<file path="config.mk">
export PLATFORM = sky130hd
export DESIGN_NAME = rtcc_ctrl
export DESIGN_NICKNAME = d
export VERILOG_FILES = /design/src/logic/rtcc_ctrl.v
export VERILOG_INCLUDE_DIRS = /design/src /design/src/logic
export SDC_FILE = /design/constraint.sdc
export NUM_CORES = 1
export LEC_CHECK = 0
export ABC_AREA = 1
export BUFFER_PORTS_ARGS = -buffer_cell sky130_fd_sc_hd__buf_2
export CAP_MARGIN = 20
export CORE_UTILIZATION = 45
export CTS_CLUSTER_DIAMETER = 100
export DETAILED_ROUTE_END_ITERATION = 16
export GPL_TIMING_DRIVEN = 0
export PLACE_DENSITY = 0.72
export SYNTH_ARGS = -nofsm -noshare
export SYNTH_HDL_FRONTEND = slang
export SYNTH_SLANG_ARGS = --single-unit
</file>
<file path="constraint.sdc">
create_clock -name clk -period 1.95 [get_ports clk]
set_clock_uncertainty 0.2 [all_clocks]
set_input_delay 0.0975 -clock clk [delete_from_list [all_inputs] [get_ports clk]]
set_output_delay 0.0975 -clock clk [all_outputs]
set_load 0.05 [all_outputs]
</file>
<file path="src/logic/rtcc_regs.vh">
`ifndef RTCC_REGS_VH
`define RTCC_REGS_VH

// Register offsets on the register port.
`define RTCC_OFS_CTRL          8'h0e
`define RTCC_OFS_FLAGS         8'h0f
`define RTCC_OFS_CHARGER       8'h10

// Field positions of oscillator_output_control.
`define RTCC_CTRL_OSC_DIS      7
`define RTCC_CTRL_BKP_OUT_EN   5
`define RTCC_CTRL_RATE_HI      4
`define RTCC_CTRL_RATE_LO      3
`define RTCC_CTRL_IRQ_MODE     2
`define RTCC_CTRL_A2_IRQ_EN    1
`define RTCC_CTRL_A1_IRQ_EN    0

// Writable bits; the remaining bits read as zero.
`define RTCC_CTRL_WMASK        8'hbf
`define RTCC_FLAGS_WMASK       8'h83
`define RTCC_CHARGER_WMASK     8'hff

// Field positions of oscillator_alarm_flags.
`define RTCC_FLAG_OSC_HALT     7
`define RTCC_FLAG_ALARM2       1
`define RTCC_FLAG_ALARM1       0

// Fields and codes of backup_charger_config.
`define RTCC_CHG_KEY_HI        7
`define RTCC_CHG_KEY_LO        4
`define RTCC_CHG_KEY_OPEN      4'ha
`define RTCC_DIODE_NONE        2'h1
`define RTCC_DIODE_ONE         2'h2
`define RTCC_RES_OFF           2'h0

// Reset values at first power-up.
`define RTCC_CTRL_RESET        8'h18
`define RTCC_FLAGS_RESET       8'h80
`define RTCC_CHARGER_RESET     8'h00

// Rate select codes.
`define RTCC_RATE_1HZ          2'h0
`define RTCC_RATE_4K           2'h1
`define RTCC_RATE_8K           2'h2
`define RTCC_RATE_32K          2'h3

// Oscillator divider: 15 bits count one second of crystal edges.
`define RTCC_DIV_W             15
`define RTCC_DIV_BIT_1HZ       14
`define RTCC_DIV_BIT_4K        2
`define RTCC_DIV_BIT_8K        1

// Timing: system clock period and oscillator-stop detection time.
`define RTCC_CLK_PERIOD_NS     50
`define RTCC_OSC_STOP_NS       122070
`define RTCC_OSC_STOP_CYC      (`RTCC_OSC_STOP_NS / `RTCC_CLK_PERIOD_NS)

`endif

</file>
<file path="src/logic/rtcc_ctrl.v">
`include "rtcc_regs.vh"

module rtcc_ctrl #(
    parameter OSC_STOP_CYC = `RTCC_OSC_STOP_CYC
) (
    // Clock and reset.
    input  wire       clk,
    input  wire       srst,
    // Register port from the serial protocol engine.
    input  wire [7:0] reg_addr,
    input  wire [7:0] reg_wdata,
    input  wire       reg_wr,
    output wire [7:0] reg_rdata,
    // Timekeeping side.
    input  wire       seconds_written,
    input  wire       alarm_one_match,
    input  wire       alarm_two_match,
    // Crystal oscillator and supply monitor.
    input  wire       osc_clk,
    input  wire       power_fail,
    output wire       osc_run,
    // Square-wave/interrupt open-drain pin.
    output wire       square_wave_irq_pin_out,
    output wire       square_wave_irq_pin_oe_n,
    // Charger path control.
    output wire       charger_enable,
    output wire       charger_diode,
    output wire [1:0] charger_resistor
);

    // Decodes a register offset.
    function addr_is;
        input [7:0] addr;
        input [7:0] ofs;
        begin
            addr_is = (addr == ofs);
        end
    endfunction

    localparam [15:0] STOP_CYC = OSC_STOP_CYC[15:0];

    reg [7:0]             ctrl_ff;
    reg [7:0]             nxt_ctrl;
    reg [7:0]             flags_ff;
    reg [7:0]             nxt_flags;
    reg [7:0]             charger_ff;
    reg [7:0]             rdata_ff;
    reg [7:0]             nxt_rdata;
    reg [2:0]             osc_sync_ff;
    reg [1:0]             pf_sync_ff;
    reg [`RTCC_DIV_W-1:0] div_ff;
    reg [15:0]            idle_cnt_ff;
    reg                   stopped_ff;
    reg                   osc_run_ff;
    reg                   pin_oe_n_ff;
    reg                   nxt_pin_oe_n;
    reg                   chg_en_ff;
    reg                   chg_diode_ff;
    reg [1:0]             chg_res_ff;
    reg                   sq_level;
    reg                   irq_active;
    reg [7:0]             nxt_charger;
    reg [`RTCC_DIV_W-1:0] nxt_div;
    reg [15:0]            nxt_idle_cnt;
    reg                   nxt_stopped;
    reg                   nxt_osc_run;
    reg                   nxt_chg_en;
    reg                   nxt_chg_diode;
    reg [1:0]             nxt_chg_res;
    reg                   pin_out_ff;

    wire wr_ctrl    = reg_wr & addr_is(reg_addr, `RTCC_OFS_CTRL);
    wire wr_flags   = reg_wr & addr_is(reg_addr, `RTCC_OFS_FLAGS);
    wire wr_charger = reg_wr & addr_is(reg_addr, `RTCC_OFS_CHARGER);

    // Oscillator level after the two-stage synchroniser and its rising edge.
    wire osc_lvl  = osc_sync_ff[1];
    wire osc_rise = osc_sync_ff[1] & ~osc_sync_ff[2];
    wire pf_lvl   = pf_sync_ff[1];

    // Oscillator-stop event: disable bit going 0 to 1, or edges ceasing.
    wire disable_rise = wr_ctrl & reg_wdata[`RTCC_CTRL_OSC_DIS] & ~ctrl_ff[`RTCC_CTRL_OSC_DIS];
    // The timeout must exceed one crystal period or a running crystal reads as stopped.
    wire idle_expired = (idle_cnt_ff == STOP_CYC - 16'h0001);
    wire stop_event   = disable_rise | (idle_expired & ~stopped_ff);

    // Crystal clock synchroniser; the third stage only remembers the last level.
    always @(posedge clk) begin
        if (srst) begin
            osc_sync_ff <= 3'h0;
        end else begin
            osc_sync_ff <= {osc_sync_ff[1:0], osc_clk};
        end
    end

    // Supply-monitor synchroniser.
    always @(posedge clk) begin
        if (srst) begin
            pf_sync_ff <= 2'h0;
        end else begin
            pf_sync_ff <= {pf_sync_ff[0], power_fail};
        end
    end

    // Control register.
    always @* begin
        nxt_ctrl = ctrl_ff;
        if (wr_ctrl) begin
            nxt_ctrl = reg_wdata & `RTCC_CTRL_WMASK;
        end
    end

    always @(posedge clk) begin
        if (srst) begin
            ctrl_ff <= `RTCC_CTRL_RESET;
        end else begin
            ctrl_ff <= nxt_ctrl;
        end
    end

    // Oscillator enable output follows the inverted disable bit.
    // Taken from the next control value so the enable changes with the register.
    always @* begin
        nxt_osc_run = ~nxt_ctrl[`RTCC_CTRL_OSC_DIS];
    end

    always @(posedge clk) begin
        if (srst) begin
            osc_run_ff <= 1'b1;
        end else begin
            osc_run_ff <= nxt_osc_run;
        end
    end

    // Edge-loss watchdog: counts clocks since the last rising oscillator edge.
    always @* begin
        nxt_idle_cnt = idle_cnt_ff;
        nxt_stopped  = stopped_ff;
        if (osc_rise) begin
            nxt_idle_cnt = 16'h0000;
            nxt_stopped  = 1'b0;
        end else if (idle_expired) begin
            nxt_stopped  = 1'b1;
        end else begin
            nxt_idle_cnt = idle_cnt_ff + 16'h0001;
        end
    end

    // The count parks at its end so that one stop gives one flag event.
    always @(posedge clk) begin
        if (srst) begin
            idle_cnt_ff <= 16'h0000;
            stopped_ff  <= 1'b1;
        end else begin
            idle_cnt_ff <= nxt_idle_cnt;
            stopped_ff  <= nxt_stopped;
        end
    end

    // Status flags: hardware set wins over a clearing write.
    always @* begin
        nxt_flags = flags_ff;
        if (wr_flags) begin
            nxt_flags = flags_ff & reg_wdata & `RTCC_FLAGS_WMASK;
        end
        if (stop_event) begin
            nxt_flags[`RTCC_FLAG_OSC_HALT] = 1'b1;
        end
        if (alarm_one_match) begin
            nxt_flags[`RTCC_FLAG_ALARM1] = 1'b1;
        end
        if (alarm_two_match) begin
            nxt_flags[`RTCC_FLAG_ALARM2] = 1'b1;
        end
    end

    // Power-up leaves the halted flag set: the crystal has not yet run.
    always @(posedge clk) begin
        if (srst) begin
            flags_ff <= `RTCC_FLAGS_RESET;
        end else begin
            flags_ff <= nxt_flags;
        end
    end

    // Charger configuration register.
    always @* begin
        nxt_charger = charger_ff;
        if (wr_charger) begin
            nxt_charger = reg_wdata & `RTCC_CHARGER_WMASK;
        end
    end

    always @(posedge clk) begin
        if (srst) begin
            charger_ff <= `RTCC_CHARGER_RESET;
        end else begin
            charger_ff <= nxt_charger;
        end
    end

    // Charger decode from the stored configuration.
    wire       key_open  = (charger_ff[`RTCC_CHG_KEY_HI:`RTCC_CHG_KEY_LO] == `RTCC_CHG_KEY_OPEN);
    wire [1:0] diode_sel = charger_ff[3:2];
    wire [1:0] res_sel   = charger_ff[1:0];
    wire       diode_ok  = (diode_sel == `RTCC_DIODE_NONE) | (diode_sel == `RTCC_DIODE_ONE);
    wire       res_ok    = (res_sel != `RTCC_RES_OFF);

    // The outputs lag the stored configuration by one clock.
    // An invalid diode field also forces the resistor output off.
    always @* begin
        nxt_chg_en    = key_open & diode_ok & res_ok;
        nxt_chg_diode = key_open & (diode_sel == `RTCC_DIODE_ONE);
        nxt_chg_res   = `RTCC_RES_OFF;
        if (key_open & diode_ok) begin
            nxt_chg_res = res_sel;
        end
    end

    always @(posedge clk) begin
        if (srst) begin
            chg_en_ff    <= 1'b0;
            chg_diode_ff <= 1'b0;
            chg_res_ff   <= `RTCC_RES_OFF;
        end else begin
            chg_en_ff    <= nxt_chg_en;
            chg_diode_ff <= nxt_chg_diode;
            chg_res_ff   <= nxt_chg_res;
        end
    end

    // Divider of crystal edges; a seconds write restarts the count.
    // Bit 14 stays low for the first half second after a restart, so the wave rises 500ms in.
    always @* begin
        nxt_div = div_ff;
        if (seconds_written) begin
            nxt_div = {`RTCC_DIV_W{1'b0}};
        end else if (osc_rise) begin
            nxt_div = div_ff + {{(`RTCC_DIV_W-1){1'b0}}, 1'b1};
        end
    end

    always @(posedge clk) begin
        if (srst) begin
            div_ff <= {`RTCC_DIV_W{1'b0}};
        end else begin
            div_ff <= nxt_div;
        end
    end

    // Square-wave level for the selected rate.
    always @* begin
        case (ctrl_ff[`RTCC_CTRL_RATE_HI:`RTCC_CTRL_RATE_LO])
            `RTCC_RATE_1HZ: sq_level = div_ff[`RTCC_DIV_BIT_1HZ];
            `RTCC_RATE_4K:  sq_level = div_ff[`RTCC_DIV_BIT_4K];
            `RTCC_RATE_8K:  sq_level = div_ff[`RTCC_DIV_BIT_8K];
            default:        sq_level = osc_lvl;
        endcase
    end

    // Interrupt request from enabled alarm flags.
    always @* begin
        irq_active = ctrl_ff[`RTCC_CTRL_IRQ_MODE] &
                     ((flags_ff[`RTCC_FLAG_ALARM1] & ctrl_ff[`RTCC_CTRL_A1_IRQ_EN]) |
                      (flags_ff[`RTCC_FLAG_ALARM2] & ctrl_ff[`RTCC_CTRL_A2_IRQ_EN]));
    end

    // Open-drain pin: pulled low for a low square-wave phase or an active interrupt, unless power fails with backup output off.
    always @* begin
        if (pf_lvl & ~ctrl_ff[`RTCC_CTRL_BKP_OUT_EN]) begin
            nxt_pin_oe_n = 1'b1;
        end else if (ctrl_ff[`RTCC_CTRL_IRQ_MODE]) begin
            nxt_pin_oe_n = ~irq_active;
        end else begin
            nxt_pin_oe_n = sq_level;
        end
    end

    always @(posedge clk) begin
        if (srst) begin
            pin_oe_n_ff <= 1'b1;
        end else begin
            pin_oe_n_ff <= nxt_pin_oe_n;
        end
    end

    // Open-drain pin: the driven level is always low, only the enable moves.
    always @(posedge clk) begin
        if (srst) begin
            pin_out_ff <= 1'b0;
        end else begin
            pin_out_ff <= 1'b0;
        end
    end

    // Registered read data; unmapped offsets read zero.
    always @* begin
        if (addr_is(reg_addr, `RTCC_OFS_CTRL)) begin
            nxt_rdata = ctrl_ff;
        end else if (addr_is(reg_addr, `RTCC_OFS_FLAGS)) begin
            nxt_rdata = flags_ff;
        end else if (addr_is(reg_addr, `RTCC_OFS_CHARGER)) begin
            nxt_rdata = charger_ff;
        end else begin
            nxt_rdata = 8'h00;
        end
    end

    always @(posedge clk) begin
        if (srst) begin
            rdata_ff <= 8'h00;
        end else begin
            rdata_ff <= nxt_rdata;
        end
    end

    assign reg_rdata                = rdata_ff;
    assign osc_run                  = osc_run_ff;
    assign square_wave_irq_pin_out  = pin_out_ff;
    assign square_wave_irq_pin_oe_n = pin_oe_n_ff;
    assign charger_enable           = chg_en_ff;
    assign charger_diode            = chg_diode_ff;
    assign charger_resistor         = chg_res_ff;

endmodule // rtcc_ctrl

</file>
== Word level (Yosys, flattened, before mapping) ==
Cells that the tools add are included.
Cells by class
  $add $sub $neg: 2
  equality and inequality tests: 9
  multiplexer cells: 11
  bitwise gates (word level): 26
  reductions and logical operators: 11
Operators with widths (number)
  2-to-1 mux 8 bit: 4
  adder 16 x 1 -> 16 bit (second input constant): 1
  equality test 16 x 12 -> 1 bit (second input constant): 1
  equality test 8 x 4 -> 1 bit (second input constant): 2
  adder 15 x 1 -> 15 bit (second input constant): 1
  AND 1 bit: 14
  OR reduction 2 bit: 5
  AND 8 bit: 1
  equality test 8 x 5 -> 1 bit (second input constant): 1
  inverter 1 bit: 8
  nonzero test 2 bit: 4
  2-to-1 mux 1 bit: 5
  equality test 2 x 1 -> 1 bit (second input constant): 2
  equality test 2 bit (second input constant): 2
  equality test 4 bit (second input constant): 1
  OR reduction 4 bit: 1
  bitwise OR 1 bit: 3
  one-hot mux 1 bit (3 select lines): 1
  zero test 2 bit: 1
  2-to-1 mux 2 bit: 1
Word-level totals
  flip-flop bits (word level): 69
  bits of input ports: 24
  output and inout bits: 15
  logic and storage cells: 77

== Logic depth before layout (Yosys ltp) ==
Gate-level depths: netlist of the first run.
  depth in word-level cells: 6
  gate-level depth with buffers: 8
  depth with buffers taken out: 8

== Least setup slack after synthesis of the first run ==
OpenSTA, ideal clock, no wires.
  kind: register to register
  start point: register idle_cnt_ff[1]
  end point: register idle_cnt_ff[8]
  setup time: 0.070 ns
  arrival time: 1.135 ns
  data required time: 1.680 ns
  setup slack: 0.545 ns
  cell stages (with the launch flop): 7
  path buffers: 0
  clock period less this slack: 1.405 ns
  cells stage by stage: dfxtp_1 -> ha_1 -> nand2_1 -> nor2_2 -> nand4_1 -> or2_0 -> a21oi_1
Between the ends
  cells in the longest elaborated chain, start to end: 1
  elaborated cells on any way between the ends: 2
  classes of those cells: 1 x add/sub; 1 x eq/ne
Ends and longest elaborated chain
  start: declaration: RTL line rtcc_ctrl.v:52  | reg [15:0] idle_cnt_ff;
  start signal: assignment: RTL line rtcc_ctrl.v:155  | idle_cnt_ff <= nxt_idle_cnt;
  adder 16 x 1 -> 16 bit or equality test 16 x 12 -> 1 bit (tied branches): RTL line rtcc_ctrl.v:145, rtcc_ctrl.v:84
Parallel ways exist; a longest one is shown, timed or not.
A chain may end at the register's enable or synchronous reset.

== Worst setup path in the final report of the first run ==
  start point: input port reg_addr[4]
  end point: register charger_ff[6]
Between the ends
  cells in the longest elaborated chain, start to end: 2
Ends and longest elaborated chain
  start: declaration: RTL line rtcc_ctrl.v:10  | input wire [7:0] reg_addr,
  equality test 8 x 5 -> 1 bit: RTL line rtcc_ctrl.v:36  | addr_is = (addr == ofs);
  AND 1 bit: RTL line rtcc_ctrl.v:74  | wire wr_charger = reg_wr & addr_is(reg_addr, `RTCC_OFS_CHARGER);
  end signal: assignment: RTL line rtcc_ctrl.v:196  | charger_ff <= `RTCC_CHARGER_RESET;
  end signal: assignment: RTL line rtcc_ctrl.v:198  | charger_ff <= nxt_charger;
  end: declaration: RTL line rtcc_ctrl.v:46  | reg [7:0] charger_ff;
No other way between the ends.

==> run summary, run 1 <==
The first detailed-routing pass ran for 4 iterations. The top cell types in the final layout, fill and taps aside, are nand2_1, nor2_1, dfxtp_1. For this run, design rule violations remaining after detail routing come to 0. The number of hold violations in the final report is 0. The tools report the data required time at the worst endpoint as 2000 ps. Subtracting the final worst setup slack from the clock period gives 1890 ps.

For the number of antenna violations at the first check in global routing, the log shows 0. For the DRC violation total after the first TritonRoute iteration, the log shows 152. The die is 85.9 µm tall. The library cell used most frequently in the layout, excluding fill and tap cells, is nand2_1. The worst setup path is launched from a primary input. The final layout contains 557 nets. The post-synthesis async set-or-reset flop share is 0.

The critical path goes through buf_2 > dlygate4sd3_1 > nand3_2 > nor2_4 > nand2_4 > o21ai_0 > dlygate4sd3_1 > nor2_1. In this run the critical register-to-register path is launched from idle_cnt_ff[1]$_SDFFE_PP0P_. The path with the worst hold slack has its endpoint at ctrl_ff[3]$_SDFFE_PP1N_. The kind of capture point of the worst setup path is a flop.

In the final routed layout, each cell accounts on average for 11.4 µm. The ratio of final minimum period to clock period is 0.969, and the proportion of layout cells with a drive suffix above 1 is 0.159. Sequential area share after synthesis: 0.436. At the later pin of the worst-skew pair, clock insertion delay measures 350 ps. The tools report the synthesized area as 3170 µm². The overall power of the completed layout is 2.92 mW.

The routed via count is 3047, and the H-tree level count is 3. Number of flops mapped to enable cells by yosys: 0. Along the worst path, the maximum fanout reaches 9. During placement, the flow inserted port buffers numbering 37.

Setup repair after global routing left no endpoint under its margin. Row generation in the floorplan step produced 30 rows. After synthesis the netlist holds a flip-flop and latch count of 69.

The number of clock sinks was 69. The area growth from synthesis to final layout came out at 26.0%. The tools report the starting density of the core as 0.466.

Summed over all instances, the cell type with the most area after synthesis is dfxtp_1. The core region is 6790 µm². TritonCTS built the clock tree. Before CTS, the worst setup slack after placement is 307 ps.

The tightest hold path in the finished design has a slack of 12.2 ps. The logs give 60.7 ps for the post-route worst setup slack and 12100 µm for the wire length of the first global-routing pass. Clock-pin slew was measured on the worst setup and hold paths at 80 ps. The logic depth of the worst register-to-register path was 6; the residual antenna-violating net count after detailed routing was 0. In this run the most critical hold path is launched from reg_addr[0].

The tools report the post-synth net total as 479. STA puts the critical path data arrival time at 1940 ps. The cell seen most often among critical-path stages was dlygate4sd3_1.

The total of max-cap violations came out at 0. Among all flip-flop cells after synthesis, the most frequent one is dfxtp_1. The tools report the largest net degree at the start of global routing as 14. The worst hold path stage count came out at 6. The largest single stage delay on the critical path is 590 ps. Setup violations remaining at the end of the flow were counted as 0.

Largest delay contributor family on the critical path: buffers and inverters. For the detailed placer's ending HPWL, the log shows 4940 µm. Peak ir drop on the vdd network: 581 µV. The final core utilization was 0.587. In this run the clock root is driven by a clkbuf_8. Synthesis produced 451 cells. The worst hold-check path type was in2reg. The power density over the cells works out to 732 nW/µm². The logs give 39 for the number of top-level design ports and 0.212 for the global-route usage over all layers. The horizontal die dimension was 85.9 µm. The run gives 2 as the maximum buffer depth of the clock tree. The tools report the number of distinct library cells after synthesis as 37. The worst register-to-register path ends at idle_cnt_ff[8]$_SDFFE_PP0P_. The largest individual stage delay along the critical path comes from the cell dlygate4sd3_1. After detailed routing, the total wire length is 7160 µm.

The number of antenna diodes in the final layout is 0. The number of max-slew violations in the final report was 0. In this run the static leakage power is 1.68 nW. Counting both buffers and inverters, the worst setup path holds a total of 3. The remaining global-route overflow is 0, and the number of vias per cell is 4.84.

The setup check on the worst reg-to-reg path leaves a slack of 310 ps. The number of buffers added by the clock tree synthesis step was 9; the fraction of synthesized cell area taken by the top area cell type was 0.436. The number of global-route vias before repair is 2727, and the count of synthesis-stage warnings from yosys is 0. The final sum of negative setup slack is 0 ps.

The worst setup path is of the in2reg kind. Yosys attributes the largest share of cell area to dfxtp_1, nand2_1, nor2_1. The tools report the highest attainable clock frequency as 529 MHz. The die area was 7380 µm².

The flow ran to the end, and the final reports show no timing, DRC or antenna violations. Synthesized area per cell: 7.02 µm². The congestion estimate from routability-driven global placement came to 0.861.
worst register-to-register path, stage by stage (launching register included):
cell     delay (ps)
dfxtp_1         400
ha_1            190
nand2_1         110
nor2_2          120
nand4_1         170
or2_0           250
a21oi_1         140
synth_stat cells, types with 2 or more instances:
cell,number
nand2_1,95
nor2_1,74
dfxtp_1,69
inv_1,61
a21oi_1,32
nand3_1,31
o21ai_0,22
nand4_1,10
nor2_4,6
inv_2,5
nand2_2,5
ha_1,4
nor2_2,4
nor3_1,3
or2_0,3
a31oi_1,2
nand2_4,2
nand3_2,2
nor3b_1,2
o211ai_1,2
how the worst max path moves through the flow:
stage                                      startpoint                           end  slack (ps)  cells past startpoint
after global routing                      reg_addr[4]    charger_ff[6]$_SDFFE_PP0P_           9                      8
final                                     reg_addr[4]    charger_ff[6]$_SDFFE_PP0P_          60                      8
after CTS                                 reg_addr[4]    charger_ff[6]$_SDFFE_PP0P_         100                      8
after global placement    idle_cnt_ff[1]$_SDFFE_PP0P_  idle_cnt_ff[14]$_SDFFE_PP0P_         380                      8
after floorplan           idle_cnt_ff[1]$_SDFFE_PP0P_   idle_cnt_ff[8]$_SDFFE_PP0P_         540                      6
after detailed placement  idle_cnt_ff[1]$_SDFFE_PP0P_   idle_cnt_ff[8]$_SDFFE_PP0P_         310                      6
flip-flops by register name, indices dropped and copies added, names as in the netlist:
name                      flops
charger_diode                 1
charger_enable                1
charger_ff                    8
charger_resistor              2
ctrl_ff                       7
div_ff                       15
flags_ff                      3
idle_cnt_ff                  16
osc_run                       1
osc_sync_ff                   3
pf_sync_ff                    2
reg_rdata                     8
square_wave_irq_pin_oe_n      1
stopped_ff                    1
per-layer routing:
layer | GRT usage | part of all wire | vias up
met4 | 0.102 | 0.025 | 0
met3 | 0.0549 | 0.055 | 16
met1 | 0.271 | 0.47 | 1361
met5 | 0 | 0 | -
met2 | 0.332 | 0.45 | 82
li1 | - | - | 1588
per-stage QoR:
step	instances	instance area, µm²
CTS	628	3970
floorplan	451	3170
global placement	584	3470
detailed placement	584	3470
finish	630	3990
global route	630	3990
report_power, final:
group	switching (mW)	leakage (nW)	total [mW]	internal, mW
registers	0.0123	0.559	1.44	1.42
logic	0.103	1.01	0.182	0.0783
clock network	0.579	0.106	1.30	0.723
kinds of logic (layout without fill, tap and decap cells):
| family | Yosys count | count (layout) | share of synthesized area |
|---|---|---|---|
| DFF | 69 | 69 | 0.436 |
| buffers and inverters | 72 | 155 | 0.0909 |
| AOI/OAI and AO/OA | 62 | 62 | 0.103 |
| adders and majority gates | 4 | 4 | 0.0158 |
| xor gates and xnor gates | 1 | 1 | 0.00277 |
| and+or+nand+nor | 242 | 242 | 0.350 |
| other | 1 | 1 | 0.00118 |
cell type report:
class	instances	area, µm²
plain buffers	5	31.3
fillers	621	2810
clock inverters	7	97.6
multi-input cells	310	1500
flip-flops and latches	69	1380
inverters	67	256
repair buffers	67	480
clock buffers	9	124
well taps	96	120
timing repair:
| action | in CTS | in global routing |
|---|---|---|
| endpoints found under the setup margin | 0 | 1 |
| buffers inserted | 0 | 2 |
| hold buffers | 28 | 0 |
| gates resized for setup | 0 | 0 |
| hold endpoints to repair | 42 | 0 |
Note: power is estimated with default switching activity, not from simulation.
==> run 2, diff against run 1 <==
--- a/config.mk
+++ b/config.mk
@@ -13,7 +13,7 @@
 export CTS_CLUSTER_DIAMETER = 100
 export DETAILED_ROUTE_END_ITERATION = 16
 export GPL_TIMING_DRIVEN = 0
-export PLACE_DENSITY = 0.72
+export PLACE_DENSITY_LB_ADDON = 0.1
 export SYNTH_ARGS = -nofsm -noshare
 export SYNTH_HDL_FRONTEND = slang
 export SYNTH_SLANG_ARGS = --single-unit
==> run 2 against run 1 <==
  * Count of clock-buffer cells in the layout increased by 1
  * Cell count is 0.79% lower
  * Die area stayed put
  * Critical path depth fell by 1
  * Clock power about the same
  * Wire length shrank 5.0%
  * Non-clock buffer count shrank 5
  * Sequential share of layout area grew 0.40 points
  * Design area decreased by 1.1%
  * Flip-flop and latch count stayed put
  * Worst setup slack gained 37 ps
  * Largest power group unchanged
  * Highest routed layer unchanged
==> run summary, run 2 (synthesis gave the netlist of run 1 again) <==
The flow ran to the end, and the final reports show no timing, DRC or antenna violations. The run gives 69 as the number of clock sinks. The logs give 2 for the maximum buffer depth of the clock tree and 540 MHz for the highest attainable clock frequency.

The design draws 2.91 mW. The largest registers in the layout are idle_cnt_ff x16, div_ff x15. Max-cap violations in this run came to 0. For the data required time at the worst endpoint, the log shows 2030 ps.

The number of vias per cell was 4.73. Port buffering added 37 buffers. STA classifies the critical path startpoint as a primary input.

Counting I/O delays and the setup requirement, the final critical path takes 1850 ps. The total area inside the core boundary comes to 6790 µm². In the layout the commonest cells are nand2_1, nor2_1, dfxtp_1.

idle_cnt_ff holds more flip-flops than any other register. Entering global routing, the biggest net connects 13 pins. The logs give 0 for the count of inserted antenna diode cells and 0 ps for the final sum of negative setup slack. The run gives 0.060 as the combinational fraction of design power. After clock tree synthesis, the clock-pin slew on the worst setup and hold paths is 70 ps. The final wirelength is 6800 µm. The wire length of the first global-routing pass was 11600 µm. The path with the worst hold slack has its endpoint at reg_rdata[4]$_SDFF_PP0_. Dividing the detail-routed wire length by the instance count gives 10.9 µm. The first detailed-routing pass ran for 4 iterations. The path class of the tightest hold or removal check is in2reg. The congestion estimate from routability-driven global placement came to 0.830. The routed layout has 2959 vias. The peak ir drop on the vdd network was 408 µV.

The flip-flop count of the largest register after layout was 16; the proportion of layout cells with a drive suffix above 1 was 0.161. The tightest hold path in the finished design has a slack of 13.5 ps. The switching power share of the total was 0.226; the die area was 7380 µm².

Internal power comes to 2.25 mW. CTS built an H-tree with a depth of 3. Measured along the y axis, the die boundary spans 85.9 µm.

Kind of capture point of the worst setup path: a flop. The tools report the clock root buffer as clkbuf_8. For the net switching power, the log shows 657 µW.

The area growth from synthesis to final layout is 24.5%. During I/O placement, the number of pins put on the boundary was 39. The logic depth of the worst register-to-register path is 8. Setup violations remaining at the end of the flow were counted as 0.

In this run the worst path has a maximum fanout of 7. The die is 85.9 µm wide. For the count of unresolved DRC violations after routing, the log shows 0.

Power spread over the standard cell area amounts to 738 nW/µm². The number of antenna violations at the first check in global routing came out at 0. The tools report the sequential group share of total power as 0.494. The global-route usage over all layers was 0.200; the residual antenna-violating net count after detailed routing was 0. The run gives 2565 as the number of global-route vias before repair.

For the number of max-slew violations in the final report, the log shows 0. The startpoint identified for the worst hold timing path is srst. The ratio of final minimum period to clock period works out to 0.950.

Detailed placement ended at an HPWL of 4800 µm. Part of the total power dissipated in the clock network: 0.446. The most common library cell in the layout ignoring fill and taps is nand2_1.

The number of hold violations in the final report is 0. In this run the register-to-register setup slack is 320 ps. After global routing the overflow that remains totals 0. The initialized floorplan defines 30 standard-cell rows. The DRC violation total after the first TritonRoute iteration was 150. The starting density of the core was 0.466; the worst hold path stage count was 3. The setup path with the least slack is of type in2reg.

TritonCTS built the clock tree. Critical register-to-register path endpoint: idle_cnt_ff[14]$_SDFFE_PP0P_. The net count of the finished layout is 552. The tools report the arrival time of data at the critical path endpoint as 1930 ps.

The total leakage power is 1.69 nW, and the source-to-sink clock delay at the later pin of the worst-skew pair is 340 ps. The startpoint identified for the worst register-to-register timing path is idle_cnt_ff[1]$_SDFFE_PP0P_. The number of buffers added by the clock tree synthesis step is 9.
==> run 2: cell count changes in the layout (fill, tap and decap cells not counted) <==
cell,change
dlygate4sd3_1,-6
o21ai_1,+1
clkbuf_8,+1
clkinvlp_4,-1
clkinv_2,+1
dlymetal6s4s_1,+1
o21ai_0,-1
inv_6,-1
==> run 2: per-stage QoR <==
stage	instance area, µm²	cells	utilization	worst slack (ps)
4_1_cts	3930	623	0.578	54.2
3_5_place_dp	3470	584	0.511	341
2_1_floorplan	3170	451	-	545
6_report	3940	625	0.580	97.3
3_3_place_gp	3470	584	0.511	381
5_1_grt	3940	625	0.580	-7.17
==> run 2: worst max path at each step <==
stage	slack, ps	endpoint	startpoint	depth (start not counted)
after floorplan	540	idle_cnt_ff[8]$_SDFFE_PP0P_	idle_cnt_ff[1]$_SDFFE_PP0P_	6
after global placement	380	idle_cnt_ff[14]$_SDFFE_PP0P_	idle_cnt_ff[1]$_SDFFE_PP0P_	8
after detailed placement	340	idle_cnt_ff[8]$_SDFFE_PP0P_	idle_cnt_ff[1]$_SDFFE_PP0P_	6
after CTS	50	charger_ff[6]$_SDFFE_PP0P_	reg_addr[4]	8
after global routing	-7	charger_ff[6]$_SDFFE_PP0P_	reg_addr[4]	8
final	100	ctrl_ff[5]$_SDFFE_PP0N_	reg_wr	7
==> run 2: cell type report <==
class                           count  area [µm²]
Buffer                              5        31.3
Clock buffer                       10         138
Timing Repair Buffer               62         433
Multi-Input combinational cell    310        1500
Tap cell                           96         120
Inverter                           67         256
Sequential cell                    69        1380
Clock inverter                      6        86.3
Fill cell                         639        2850
==> run 2: power groups by stage <==
stage | logic (mW) | clock network (mW) | registers [mW]
after floorplan | 0.0822 | 0 | 1.47
after global placement | 0.142 | 0 | 1.47
final | 0.176 | 1.30 | 1.44
after detailed placement | 0.143 | 0 | 1.47
after global routing | 0.197 | 1.39 | 1.44
after CTS | 0.174 | 1.33 | 1.44
==> run 2: worst max-delay path: stages <==
cell,delay (ps)
dlygate4sd3_1,540
buf_2,210
inv_1,90
nor2_4,200
nand2_1,80
a21oi_1,120
dlygate4sd3_1,580
==> run 2: layer usage <==
layer / vias to the layer above / share of wire / track usage
met5: - / 0 / 0
met4: 0 / 0.017 / 0.0955
met3: 10 / 0.047 / 0.0423
met2: 59 / 0.44 / 0.301
met1: 1316 / 0.49 / 0.273
li1: 1574 / - / -
==> run 2: timing repair <==
item / in CTS / in global routing
buffers inserted: 0 / 2
hold endpoints to repair: 40 / 0
hold buffers: 23 / 0
resized for setup: 0 / 2
setup endpoints to repair: 0 / 4
